===== src/rtl/sts_map.svh =====
// Purpose: Register offsets, field positions and reset values
// Assumes: Byte addresses on an AXI4-Lite bus with 32-bit data
// Notes: Definitions only
`ifndef STS_MAP_SVH
`define STS_MAP_SVH
`define STS_OFS_STATUS_A 8'h00
`define STS_OFS_STATUS_B 8'h04
`define STS_OFS_CONTROL 8'h08
`define STS_A_STATE_LSB 0
`define STS_A_OTL_BIT 2
`define STS_A_VERD_LSB 4
`define STS_B_CFG_LOST_BIT 0
`define STS_CTL_SLEEP_BIT 0
`define STS_RST_CFG_LOST 1'b1
`define STS_RST_SLEEP 1'b0
`define STS_MSG_STATUS 2'h1
`define STS_MSG_WARN 2'h2
`define STS_RESP_OKAY 2'h0
`define STS_RESP_SLVERR 2'h2
`endif


===== src/rtl/sts_pkg.sv =====
// Purpose: Types shared by the supply and thermal supervisor
// Assumes: Nothing
// Notes: Constants live in sts_map.svh
package sts_pkg;
  typedef enum logic [1:0] {
    STS_SLEEP, STS_STANDBY, STS_OPERATING, STS_FAULT
  } sts_state_e;
  typedef enum logic [1:0] {
    XCVR_OFF, XCVR_WAKE, XCVR_RX, XCVR_ON
  } sts_xcvr_e;
  // Enables of the controlled functions
  typedef struct packed {
    logic ldo5;
    logic buck;
    sts_xcvr_e xcvr;
    logic ldo12;
    logic motor;
    logic serial;
    logic sup;
  } sts_en_s;
  // Comparator verdicts, high while the condition holds
  typedef struct packed {
    logic uv;
    logic severe_uv;
    logic ov;
    logic xov;
    logic ot_sd;
    logic ot_warn;
    logic brownout;
  } sts_verdict_s;
  typedef struct packed {
    logic awvalid;
    logic [7:0] awaddr;
    logic wvalid;
    logic [31:0] wdata;
    logic [3:0] wstrb;
    logic bready;
    logic arvalid;
    logic [7:0] araddr;
    logic rready;
  } sts_axi_req_s;
  typedef struct packed {
    logic awready;
    logic wready;
    logic bvalid;
    logic [1:0] bresp;
    logic arready;
    logic rvalid;
    logic [31:0] rdata;
    logic [1:0] rresp;
  } sts_axi_rsp_s;
endpackage


===== src/rtl/sts_supervisor.sv =====
// Purpose: Supply and thermal supervisor state, enables and fault logic
// Assumes: Verdict inputs synchronous to sys_clk_i; one AXI4-Lite slave
// Notes: Enables and the fault pin lag the verdicts by one clock
`include "sts_map.svh"
`timescale 1ns/1ps
`default_nettype none
module sts_supervisor (
  input wire logic sys_clk_i, // 10 MHz clock
  input wire logic rst_i, // Synchronous reset, active high
  input wire logic chip_enable_i, // Chip-enable pin level
  input wire sts_pkg::sts_verdict_s verdict_i, // Comparator verdicts
  input wire sts_pkg::sts_axi_req_s axi_req_i, // AXI4-Lite from master
  output sts_pkg::sts_axi_rsp_s axi_rsp_o, // AXI4-Lite to master
  output sts_pkg::sts_en_s enable_o, // Function enables
  output logic fault_limit_out_n_o, // Fault output, active low
  output logic msg_valid_o, // Message request to serial port
  output logic [1:0] msg_code_o, // Message kind
  input wire logic msg_ready_i // Serial port took the message
);
  typedef struct packed {
    sts_pkg::sts_state_e state;
    logic config_lost_warning;
    logic sleep;
    logic ot_latch;
    logic ce_low_seen;
    logic lock_d;
    logic warn_d;
    logic msg_status_pend;
    logic msg_warn_pend;
    logic aw_got;
    logic [7:0] aw_addr;
    logic w_got;
    logic [31:0] wdata;
    logic [3:0] wstrb;
    logic bvalid;
    logic [1:0] bresp;
    logic rvalid;
    logic [31:0] rdata;
    logic [1:0] rresp;
    sts_pkg::sts_en_s en;
    logic fault_n;
  } sts_regs_s;

  sts_regs_s st;
  sts_regs_s next_st;
  logic lock;
  logic fault;
  logic wr_go;
  logic rd_go;

  // Bus handshake outputs
  assign axi_rsp_o.awready = !st.aw_got && !st.bvalid;
  assign axi_rsp_o.wready = !st.w_got && !st.bvalid;
  assign axi_rsp_o.bvalid = st.bvalid;
  assign axi_rsp_o.bresp = st.bresp;
  assign axi_rsp_o.arready = !st.rvalid;
  assign axi_rsp_o.rvalid = st.rvalid;
  assign axi_rsp_o.rdata = st.rdata;
  assign axi_rsp_o.rresp = st.rresp;
  // Block outputs from state
  assign enable_o = st.en;
  assign fault_limit_out_n_o = st.fault_n;
  assign msg_valid_o = st.msg_status_pend || st.msg_warn_pend;
  assign msg_code_o = st.msg_status_pend ? `STS_MSG_STATUS : `STS_MSG_WARN;

  // Voltage lockout and fault terms
  assign lock = verdict_i.uv || verdict_i.severe_uv || verdict_i.ov ||
                verdict_i.xov;
  assign fault = chip_enable_i && (lock || st.ot_latch || verdict_i.ot_sd);
  assign wr_go = st.aw_got && st.w_got && !st.bvalid;
  assign rd_go = axi_req_i.arvalid && !st.rvalid;

  // Rails off in extreme overvoltage or thermal shutdown
  function automatic logic rails_off(input sts_pkg::sts_verdict_s v,
                                     input logic latched);
    return v.xov || v.ot_sd || latched;
  endfunction

  // Next state of the whole block
  always_comb begin
    next_st = st;
    // Supervisor state
    if (!chip_enable_i && st.sleep) begin
      next_st.state = sts_pkg::STS_SLEEP;
    end else if (!chip_enable_i) begin
      next_st.state = sts_pkg::STS_STANDBY;
    end else if (fault) begin
      next_st.state = sts_pkg::STS_FAULT;
    end else begin
      next_st.state = sts_pkg::STS_OPERATING;
    end
    // Thermal shutdown latch, released by cool-down and CE toggle
    if (verdict_i.ot_sd) begin
      next_st.ot_latch = 1'b1;
      next_st.ce_low_seen = 1'b0;
    end else if (st.ot_latch && !chip_enable_i) begin
      next_st.ce_low_seen = 1'b1;
    end else if (st.ot_latch && st.ce_low_seen) begin
      next_st.ot_latch = 1'b0;
      next_st.ce_low_seen = 1'b0;
    end
    // Function enables by state
    next_st.en = '0;
    next_st.en.xcvr = sts_pkg::XCVR_OFF;
    if (!chip_enable_i && st.sleep) begin
      next_st.en.xcvr = sts_pkg::XCVR_WAKE;
    end else if (!chip_enable_i) begin
      next_st.en.ldo5 = 1'b1;
      next_st.en.buck = 1'b1;
      next_st.en.xcvr = sts_pkg::XCVR_RX;
      next_st.en.serial = 1'b1;
      next_st.en.sup = 1'b1;
    end else begin
      next_st.en.serial = 1'b1;
      next_st.en.sup = 1'b1;
      next_st.en.motor = !fault;
      if (!rails_off(verdict_i, st.ot_latch)) begin
        next_st.en.ldo5 = 1'b1;
        next_st.en.ldo12 = 1'b1;
        next_st.en.buck = !verdict_i.severe_uv;
        if (!verdict_i.uv && !verdict_i.severe_uv) begin
          next_st.en.xcvr = sts_pkg::XCVR_ON;
        end
      end
      // Extreme overvoltage and shutdown leave only serial port and supervisors
      if (rails_off(verdict_i, st.ot_latch)) begin
        next_st.en.ldo5 = 1'b0;
        next_st.en.buck = 1'b0;
        next_st.en.ldo12 = 1'b0;
      end
    end
    // Fault pin, warnings leave it high
    next_st.fault_n = !fault;
    // Messages, a new event wins over the take
    next_st.lock_d = chip_enable_i && lock;
    next_st.warn_d = verdict_i.ot_warn;
    if (msg_ready_i && st.msg_status_pend) begin
      next_st.msg_status_pend = 1'b0;
    end else if (msg_ready_i && st.msg_warn_pend) begin
      next_st.msg_warn_pend = 1'b0;
    end
    if (chip_enable_i && lock && !st.lock_d) begin
      next_st.msg_status_pend = 1'b1;
    end
    if (verdict_i.ot_warn && !st.warn_d) begin
      next_st.msg_warn_pend = 1'b1;
    end
    // Write address and data, either order
    if (axi_req_i.awvalid && axi_rsp_o.awready) begin
      next_st.aw_got = 1'b1;
      next_st.aw_addr = axi_req_i.awaddr;
    end
    if (axi_req_i.wvalid && axi_rsp_o.wready) begin
      next_st.w_got = 1'b1;
      next_st.wdata = axi_req_i.wdata;
      next_st.wstrb = axi_req_i.wstrb;
    end
    if (st.bvalid && axi_req_i.bready) begin
      next_st.bvalid = 1'b0;
    end
    // Register write effects
    if (wr_go) begin
      next_st.aw_got = 1'b0;
      next_st.w_got = 1'b0;
      next_st.bvalid = 1'b1;
      next_st.bresp = `STS_RESP_OKAY;
      unique case (st.aw_addr)
        `STS_OFS_STATUS_A: ;
        `STS_OFS_STATUS_B: begin
          if (st.wstrb[0] && st.wdata[`STS_B_CFG_LOST_BIT]) begin
            next_st.config_lost_warning = 1'b0;
          end
        end
        `STS_OFS_CONTROL: begin
          if (st.wstrb[0]) begin
            next_st.sleep = st.wdata[`STS_CTL_SLEEP_BIT];
          end
        end
        default: next_st.bresp = `STS_RESP_SLVERR;
      endcase
    end
    // Brownout sets the flag, set wins over clear
    if (verdict_i.brownout) begin
      next_st.config_lost_warning = 1'b1;
    end
    // Register reads
    if (st.rvalid && axi_req_i.rready) begin
      next_st.rvalid = 1'b0;
    end
    if (rd_go) begin
      next_st.rvalid = 1'b1;
      next_st.rdata = '0;
      next_st.rresp = `STS_RESP_OKAY;
      unique case (axi_req_i.araddr)
        `STS_OFS_STATUS_A: begin
          next_st.rdata[`STS_A_STATE_LSB +: 2] = st.state;
          next_st.rdata[`STS_A_OTL_BIT] = st.ot_latch;
          next_st.rdata[`STS_A_VERD_LSB +: 7] = verdict_i;
        end
        `STS_OFS_STATUS_B: begin
          next_st.rdata[`STS_B_CFG_LOST_BIT] = st.config_lost_warning;
        end
        `STS_OFS_CONTROL: begin
          next_st.rdata[`STS_CTL_SLEEP_BIT] = st.sleep;
        end
        default: next_st.rresp = `STS_RESP_SLVERR;
      endcase
    end
  end

  // State register
  always_ff @(posedge sys_clk_i) begin
    if (rst_i) begin
      st <= '0;
      st.state <= sts_pkg::STS_STANDBY;
      st.config_lost_warning <= `STS_RST_CFG_LOST;
      st.sleep <= `STS_RST_SLEEP;
      st.en.xcvr <= sts_pkg::XCVR_OFF;
      st.fault_n <= 1'b1;
    end else begin
      st <= next_st;
    end
  end
endmodule
`default_nettype wire


===== config.mk =====
export PLATFORM = sky130hd
export DESIGN_NAME = sts_supervisor
export DESIGN_NICKNAME = d
export VERILOG_FILES = /design/src/rtl/sts_pkg.sv /design/src/rtl/sts_supervisor.sv
export VERILOG_INCLUDE_DIRS = /design/src /design/src/rtl
export SDC_FILE = /design/constraint.sdc
export NUM_CORES = 1
export LEC_CHECK = 0
export BUFFER_PORTS_ARGS = -buffer_cell sky130_fd_sc_hd__clkbuf_2
export CELL_PAD_IN_SITES_DETAIL_PLACEMENT = 2
export CELL_PAD_IN_SITES_GLOBAL_PLACEMENT = 2
export CORE_MARGIN = 5
export CORE_UTILIZATION = 23
export DETAILED_ROUTE_END_ITERATION = 16
export GPL_TIMING_DRIVEN = 0
export PLACE_DENSITY = 0.87
export SLEW_MARGIN = 20
export SYNTH_ARGS = -nofsm -noshare
export SYNTH_HDL_FRONTEND = slang
export SYNTH_SLANG_ARGS = --single-unit

===== constraint.sdc =====
create_clock -name sys_clk_i -period 1.5 [get_ports sys_clk_i]
set_clock_uncertainty 0.2 [all_clocks]
set_input_delay 0.3 -clock sys_clk_i [delete_from_list [all_inputs] [get_ports sys_clk_i]]
set_output_delay 0.3 -clock sys_clk_i [all_outputs]
set_load 0.03 [all_outputs]

# [After elaboration in Yosys (flattened, before gate mapping)]
# Index checks and enable logic that the tools add are counted.
[word_totals] word_cells=122 reg_bits=47 input_bits=68
[op_classes] n_mux=28 bitwise_logic=1 n_reduce_logical=58 eq_ne=6
[op_table] operator="2-to-1 mux 35 bit" count=1
[op_table] operator="logical AND 1 bit" count=20
[op_table] operator="2-to-1 mux 2 bit" count=9
[op_table] operator="== test 8 x 3 -> 1 bit, second input constant" count=2
[op_table] operator="== test 8 x 4 -> 1 bit, second input constant" count=2
[op_table] operator="zero test 8 bit" count=2
[op_table] operator="2-to-1 mux 1 bit" count=13
[op_table] operator="nonzero test 2 bit" count=6
[op_table] operator="zero test 1 bit" count=10
[op_table] operator="OR reduction 3 bit" count=3
[op_table] operator="logical OR 1 bit" count=8
[op_table] operator="OR reduction 2 bit" count=4
[op_table] operator="2-to-1 mux 7 bit" count=1
[op_table] operator="AND reduction 3 bit" count=2
[op_table] operator="2-to-1 mux 5 bit" count=1
[op_table] operator="2-to-1 mux 4 bit" count=1
[op_table] operator="AND reduction 2 bit" count=2
[op_table] operator="OR reduction 4 bit" count=1
[op_table] operator="2-to-1 mux 3 bit" count=1
[op_table] operator="one-hot mux 1 bit (3 select lines)" count=1
[op_table] operator="!= test 2 x 1 -> 1 bit, second input constant" count=1
[op_table] operator="!= test 2 bit, second input constant" count=1
[op_table] operator="inverter 1 bit" count=1

# [Depth between registers and ports, before layout]
# Gate-level depths: netlist (run 1).
[depth] depth_word=9 ltp_mapped=4 ltp_nobuf=3

# [Worst setup path after synthesis (run 1)]
# Ideal clock, no wire load.
[synth_timing] path_kind="reg-to-reg" from="reg st (netlist bit axi_rsp_o[38])" to="reg st[100] (netlist name)" arrival_time_ns=1.037 setup_slack_ns=0.144 path_buffers=1 synth_period_minus_slack_ns=1.356 t_required_ns=1.180 stages_incl_launch_ff=5 path_cell_list="dfxtp_1 and3b_1 buf_4 nand4_1 a211o_1"
[synth_via] elab_chain_cells=3
[synth_lines] item="start, declared" line="sts_supervisor.sv:44" text="sts_regs_s st;"
[synth_lines] item="start signal, assigned" line="sts_supervisor.sv:221" text="st <= next_st;"
[synth_lines] item="zero test 1 bit" line="sts_supervisor.sv:70" text="assign wr_go = st.aw_got && st.w_got && !st.bvalid;"
[synth_lines] item="logical AND 1 bit" line="sts_supervisor.sv:70"
[synth_lines] item="AND reduction 3 bit (no source line)"
# Every way passes these cells.
# A chain may end at the register's enable or synchronous reset.

# [Final worst setup path (run 1)]
[layout_timing] from="reg st[94] (netlist name)" to="out msg_valid_o"
[layout_via] elab_chain_cells=1
[layout_lines] item="logical OR 1 bit" line="sts_supervisor.sv:63" text="assign msg_valid_o = st.msg_status_pend || st.msg_warn_pend;"
[layout_lines] item="end, declared" line="sts_supervisor.sv:16" text="output logic msg_valid_o,"
# Every way passes these cells.

==> flow_summary.json, run 1 <==
{
  "vdd_drop_max_v": 0.0003407,
  "rr_startpoint": "axi_rsp_o[38]",
  "utilization": 0.3225,
  "routed_wl_um": 6101,
  "critPathCaptureType": "output port",
  "drt_iter0_drc": 30,
  "synth_commonest_cells": "buf_4 (49), dfxtp_1 (44), nor2_1 (27)",
  "grt_first_pass_wirelength_um": 10060,
  "critPathSlowestCell": "dfxtp_2",
  "grt_pass1_vias": 2053,
  "floorplan.initialDensity": 0.2383,
  "wl_met1_um": 2429,
  "drt.antenna.violating_nets": 0,
  "synth_seq_area_share": 0.4198,
  "portBuffers": 61,
  "cts_inserted_buffers": 5,
  "p_leak_nw": 1.427,
  "grtUsageTotal": 0.1114,
  "core_mm2": 0.008806,
  "status": "finished with violations",
  "avgSynthCellArea_um2": 9.044,
  "fin_ws_ps": -13.59,
  "ys_types": 36,
  "place_congestion": 0.7249,
  "syn_inst": 232,
  "worst-path-buf-inv": 1,
  "cts_max_path_buffers": 2,
  "viasPerCell": 4.210,
  "rows": 34,
  "crit_required_ps": 1000,
  "cts_setup_buffers": 0,
  "cp_top_family": "flip-flops",
  "setup_viol": 1,
  "synth-edff-count": 0,
  "top_layer": "met4",
  "synth_top_cell_by_area": "dfxtp_1",
  "ys_warn_count": 0,
  "synth-seq-cells": 44,
  "dp.cells": 424,
  "hold_class": "input pin to flip-flop",
  "io_pins": 121,
  "register_area_um2": 892.1,
  "wl_met3_um": 364,
  "clk_pin_slew_ps": 90,
  "drc_errors": 0,
  "wire_per_inst_um": 14.09,
  "die-width_um": 105.5,
  "antenna_found_initial": 0,
  "hold_violations": 0,
  "firstDrtPassIters": 5,
  "htree_levels": 2,
  "synth_top_area_frac": 0.4198,
  "cpPeakStageDelay_ps": 350,
  "nets": 392,
  "critPathKind": "flip-flop to output port",
  "fin_cells": 433,
  "violations": "setup timing",
  "rsz0062_at_grt": "true",
  "cp_max_fo": 4,
  "crit_path_start": "st[94]",
  "fillers": 1026,
  "hpwlAfterDp_um": 5011,
  "ys_async_sr_fraction": 0,
  "overflow": 0,
  "dr_wl_met2_um": 3243,
  "relSlewSlack": 0.5737,
  "cts_sinks": 44,
  "finalMaxSlewViolations": 0,
  "multi_input_area_um2": 879.6,
  "synthFlopType": "dfxtp_1",
  "synth.most_common_cell": "buf_4",
  "layout_min_cycle_time_ps": 1514,
  "drive_gt1_frac": 0.4338,
  "chipHeight_um": 105.5,
  "worstSkewPairLatency_ps": 300,
  "worstPathCellList": "or2_4 > buf_8",
  "worstHoldStart": "verdict_i[2]",
  "start_kind": "flip-flop",
  "dieArea_mm2": 0.01113,
  "grt_max_degree": 15,
  "vias": 1823,
  "cap_violations": 0,
  "fmax_ghz": 0.6607,
  "period_share": 1.009,
  "tritoncts": "done",
  "diodes": 0,
  "area_delta_synth_final_pct": 35.36,
  "tightest_slew_ps": 639.5,
  "synthTopCellsByArea": "dfxtp_1 (42%), buf_4 (18%), mux2i_1 (5.7%)",
  "arrival_ps": 1010,
  "cts_root_buf": "clkbuf_8",
  "powerDensity_mw_per_mm2": 976.4,
  "synth_area_mm2": 0.002098
}
flip-flops by register name, summed over array words and instances (netlist names):
signal and cells:
st 22, enable_o 7, axi_rsp_o 14, fault_limit_out_n_o 1
placed cells by master, fill, tap and decap left out, types with 2 or more instances in the layout:
| cell type | instances |
|---|---|
| clkbuf_8 | 6 |
| a21oi_1 | 10 |
| clkbuf_1 | 2 |
| buf_2 | 8 |
| nand2b_1 | 8 |
| clkbuf_4 | 6 |
| nor2_1 | 26 |
| clkbuf_2 | 48 |
| conb_1 | 24 |
| and3b_1 | 2 |
| buf_4 | 51 |
| nand2_1 | 7 |
| nand3b_1 | 10 |
| dfxtp_2 | 6 |
| nor3b_2 | 2 |
| mux2i_1 | 12 |
| dfxtp_1 | 37 |
| nor3_1 | 3 |
| nand3_1 | 3 |
| o21ai_0 | 2 |
| o41ai_2 | 3 |
| inv_1 | 15 |
| and4_1 | 2 |
| o41ai_1 | 7 |
| nand4_1 | 2 |
cells by family after synthesis:
| family | Yosys count | share of synthesized area |
|---|---|---|
| buf+inv | 72 | 0.2188 |
| simple gates | 75 | 0.2075 |
| compound gates | 28 | 0.09482 |
| other cells | 1 | 0.001787 |
| mux | 12 | 0.05725 |
| flops | 44 | 0.4198 |
worst paths after layout:
path	to	slack, ps	depth (start not counted)
worst min-delay path	st[97]	10	2
worst max-delay path	msg_valid_o	-10	2
worst max register to register	st[100]	70	4
worst min register to register	axi_rsp_o[3]	260	2
worst reg2reg max path, stage by stage (launching register included):
cell	delay, ps
dfxtp_4	380
and3b_1	210
buf_4	130
nand4_1	120
a211o_1	290
area by class of cell:
class	instances	area share
Sequential cell	44	0.3141
Multi-Input combinational cell	139	0.3097
Buffer	57	0.1432
Timing Repair Buffer	62	0.1229
Tap cell	108	0.04758
Clock buffer	6	0.02907
Inverter	15	0.01982
Clock inverter	2	0.01366
through the flow:
stage / setup slack (ps) / TNS, ps / hold slack [ps] / total power [mW] / instance area, µm²
floorplan: 143.5 / 0 / 179.3 / 1.665 / 2185
global placement: -127.2 / -1410 / 245.9 / 1.790 / 2625
detailed placement: -169.1 / -2750 / 256.7 / 1.811 / 2625
CTS: -43.93 / -45.14 / 13.35 / 2.802 / 2791
global route: -49.72 / -49.72 / 16.71 / 2.927 / 2840
finish: -13.59 / -13.59 / 14.24 / 2.773 / 2840
where the power goes:
part / switching [mW] / total [mW] / internal [mW]
combinational: 0.325 / 0.546 / 0.221
clock: 0.420 / 0.965 / 0.545
sequential: 0.0411 / 1.26 / 1.22
total: 0.786 / 2.77 / 1.99
timing repair:
| action | 4_1_cts | 5_1_grt |
|---|---|---|
| setup endpoints to repair | 18 | 26 |
| hold buffers | 1 | 0 |
| hold endpoints to repair | 1 | 0 |
| gates resized for setup | 12 | 28 |
| pin swaps | 0 | 2 |
per-layer routing:
metal | up-vias | global-route usage
li1 | 890 | -
met5 | - | 0
met3 | 7 | 0.03423
met4 | 0 | 0.03423
met2 | 48 | 0.2049
met1 | 878 | 0.1223
Note: power is estimated with default switching activity, not from simulation.
==> run 2, diff against run 1 <==
- PLACE_DENSITY: 0.87 -> unset
- PLACE_DENSITY_LB_ADDON: unset -> 0.25
==> run 2 against run 1 <==
The run still ends with setup timing left. Sequential power hardly changed. Global-route usage is 0.22 points lower. Routed wire length is 0.77% lower. Clock-buffer cell count unchanged. Register-to-register slack improved by 20 ps. First-iteration DRC count decreased by 33%. Critical path depth unchanged. Worst hold slack better by 5.2 ps. Die area is the same. Worst setup slack lost 13 ps. Non-clock buffer count rose by 1. Clock power decreased by 25%.
==> flow_summary.json, run 2 (same netlist as run 1, synthesis figures left out) <==
{
  "status": "finished with violations",
  "violations": "setup timing",
  "worst-path-buf-inv": 1,
  "tritoncts": "done",
  "antenna_found_initial": 0,
  "crit_path_start": "st[94]",
  "period_share": 1.018,
  "fillers": 1033,
  "drive_gt1_frac": 0.4154,
  "fmax_ghz": 0.6552,
  "rows": 34,
  "grt_first_pass_wirelength_um": 9977,
  "tightest_slew_ps": 564.7,
  "utilization": 0.3167,
  "largest_reg_flops": 22,
  "vdd_drop_max_v": 0.0002921,
  "diodes": 0,
  "layout_min_cycle_time_ps": 1526,
  "critPathKind": "flip-flop to output port",
  "hold_end": "st[97]",
  "crit_required_ps": 1000,
  "pre_cts_ws_ps": -163.2,
  "io_pins": 121,
  "die-width_um": 105.5,
  "cts_sinks": 44,
  "cts_root_buf": "clkbuf_8",
  "overflow": 0,
  "viasPerCell": 4.236,
  "hold_violations": 0,
  "chipHeight_um": 105.5,
  "layout_commonest_cell": "buf_4",
  "core_mm2": 0.008806,
  "rsz0062_at_grt": "true",
  "worstHoldStart": "verdict_i[2]",
  "fin_ws_ps": -26.25,
  "area_delta_synth_final_pct": 32.92,
  "rr_worst_depth": 4,
  "dieArea_mm2": 0.01113,
  "floorplan.initialDensity": 0.2383,
  "grt_max_degree": 13,
  "place_congestion": 0.6954,
  "drt.antenna.violating_nets": 0,
  "htree_levels": 2,
  "hpwlAfterDp_um": 4716,
  "p_leak_nw": 1.404,
  "start_kind": "flip-flop",
  "drt_iter0_drc": 20,
  "arrival_ps": 1030,
  "critPathSlowestCell": "dfxtp_4",
  "clk_pin_slew_ps": 80,
  "cp_top_family": "flip-flops",
  "r2r-end": "st[100]",
  "cap_violations": 0,
  "wire_per_inst_um": 13.98,
  "vias": 1834,
  "cts_inserted_buffers": 5,
  "powerDensity_mw_per_mm2": 907.0,
  "cpPeakStageDelay_ps": 360,
  "cts_max_path_buffers": 2,
  "critPathCaptureType": "output port",
  "drc_errors": 0,
  "setup_viol": 1,
  "relSlewSlack": 0.6235,
  "rr_startpoint": "axi_rsp_o[38]",
  "worstPathCellList": "or2_4 > buf_8",
  "finalMaxSlewViolations": 0,
  "routed_wl_um": 6054,
  "portBuffers": 61,
  "top_register": "st",
  "firstDrtPassIters": 3,
  "final_cell_mix": "buf_4 (53), clkbuf_2 (52), dfxtp_1 (38), nor2_1 (27), conb_1 (24)",
  "holdPathStages": 2,
  "worstSkewPairLatency_ps": 300,
  "cts_setup_buffers": 0,
  "grt_pass1_vias": 2100,
  "grtUsageTotal": 0.1092,
  "nets": 393,
  "reg2reg_slack_ps": 90,
  "hold_class": "input pin to flip-flop",
  "cp_max_fo": 4
}
## run 2: changes by cell type in the layout (fill, tap and decap cells not counted), moves of 2 or more
cell	delta
buf_4	+2
buf_2	-2
clkbuf_2	+4
clkbuf_4	-3
dfxtp_2	-2
## run 2: per-stage QoR
step | power, mW | cells | hold WS [ps] | instance area (µm²) | TNS (ps)
after floorplan | 1.665 | 255 | 179.3 | 2185 | 0
after global placement | 1.797 | 424 | 243.5 | 2625 | -2441
after detailed placement | 1.811 | 424 | 255.7 | 2625 | -2677
after CTS | 2.565 | 433 | 12.12 | 2743 | -42.67
after global routing | 2.665 | 433 | 24.31 | 2789 | -66.27
final | 2.530 | 433 | 19.40 | 2789 | -26.25
## run 2: worst max path at each step
stage / to / depth (start not counted)
6_report: msg_valid_o / 2
5_1_grt: msg_valid_o / 2
4_1_cts: msg_valid_o / 2
3_5_place_dp: axi_rsp_o[8] / 5
3_3_place_gp: axi_rsp_o[7] / 5
2_1_floorplan: st[100] / 4
## run 2: layout make-up
cell class	instances	area [µm²]	share of cell area
sequential	44	893.4	0.3203
timing repair buffer	63	350.3	0.1256
clock inverter	1	5.005	0.001795
inverter	15	56.30	0.02019
multi-input combinational	139	869.6	0.3118
clock buffer	6	72.57	0.02602
tap	108	135.1	0.04845
buffer	57	406.6	0.1458
## run 2: what timing repair did
item | in CTS | in global routing
gates resized for setup | 8 | 27
hold buffers | 2 | 0
endpoints found under the hold margin | 2 | 0
pin swaps | 0 | 3
setup endpoints to repair | 16 | 18
## run 2: routing by layer
metal / vias to the layer above / GRT usage / part of all wire
li1: 896 / - / -
met1: 889 / 0.1200 / 0.43
met2: 44 / 0.2058 / 0.52
met3: 5 / 0.02873 / 0.047
met4: 0 / 0.03053 / 0.010
met5: - / 0 / 0
## run 2: report_power, final
part	leakage [nW]	internal (mW)	switching (mW)
Combinational	0.999	0.219	0.324
Sequential	0.364	1.22	0.0388
Clock	0.0410	0.318	0.410
Total	1.40	1.76	0.773
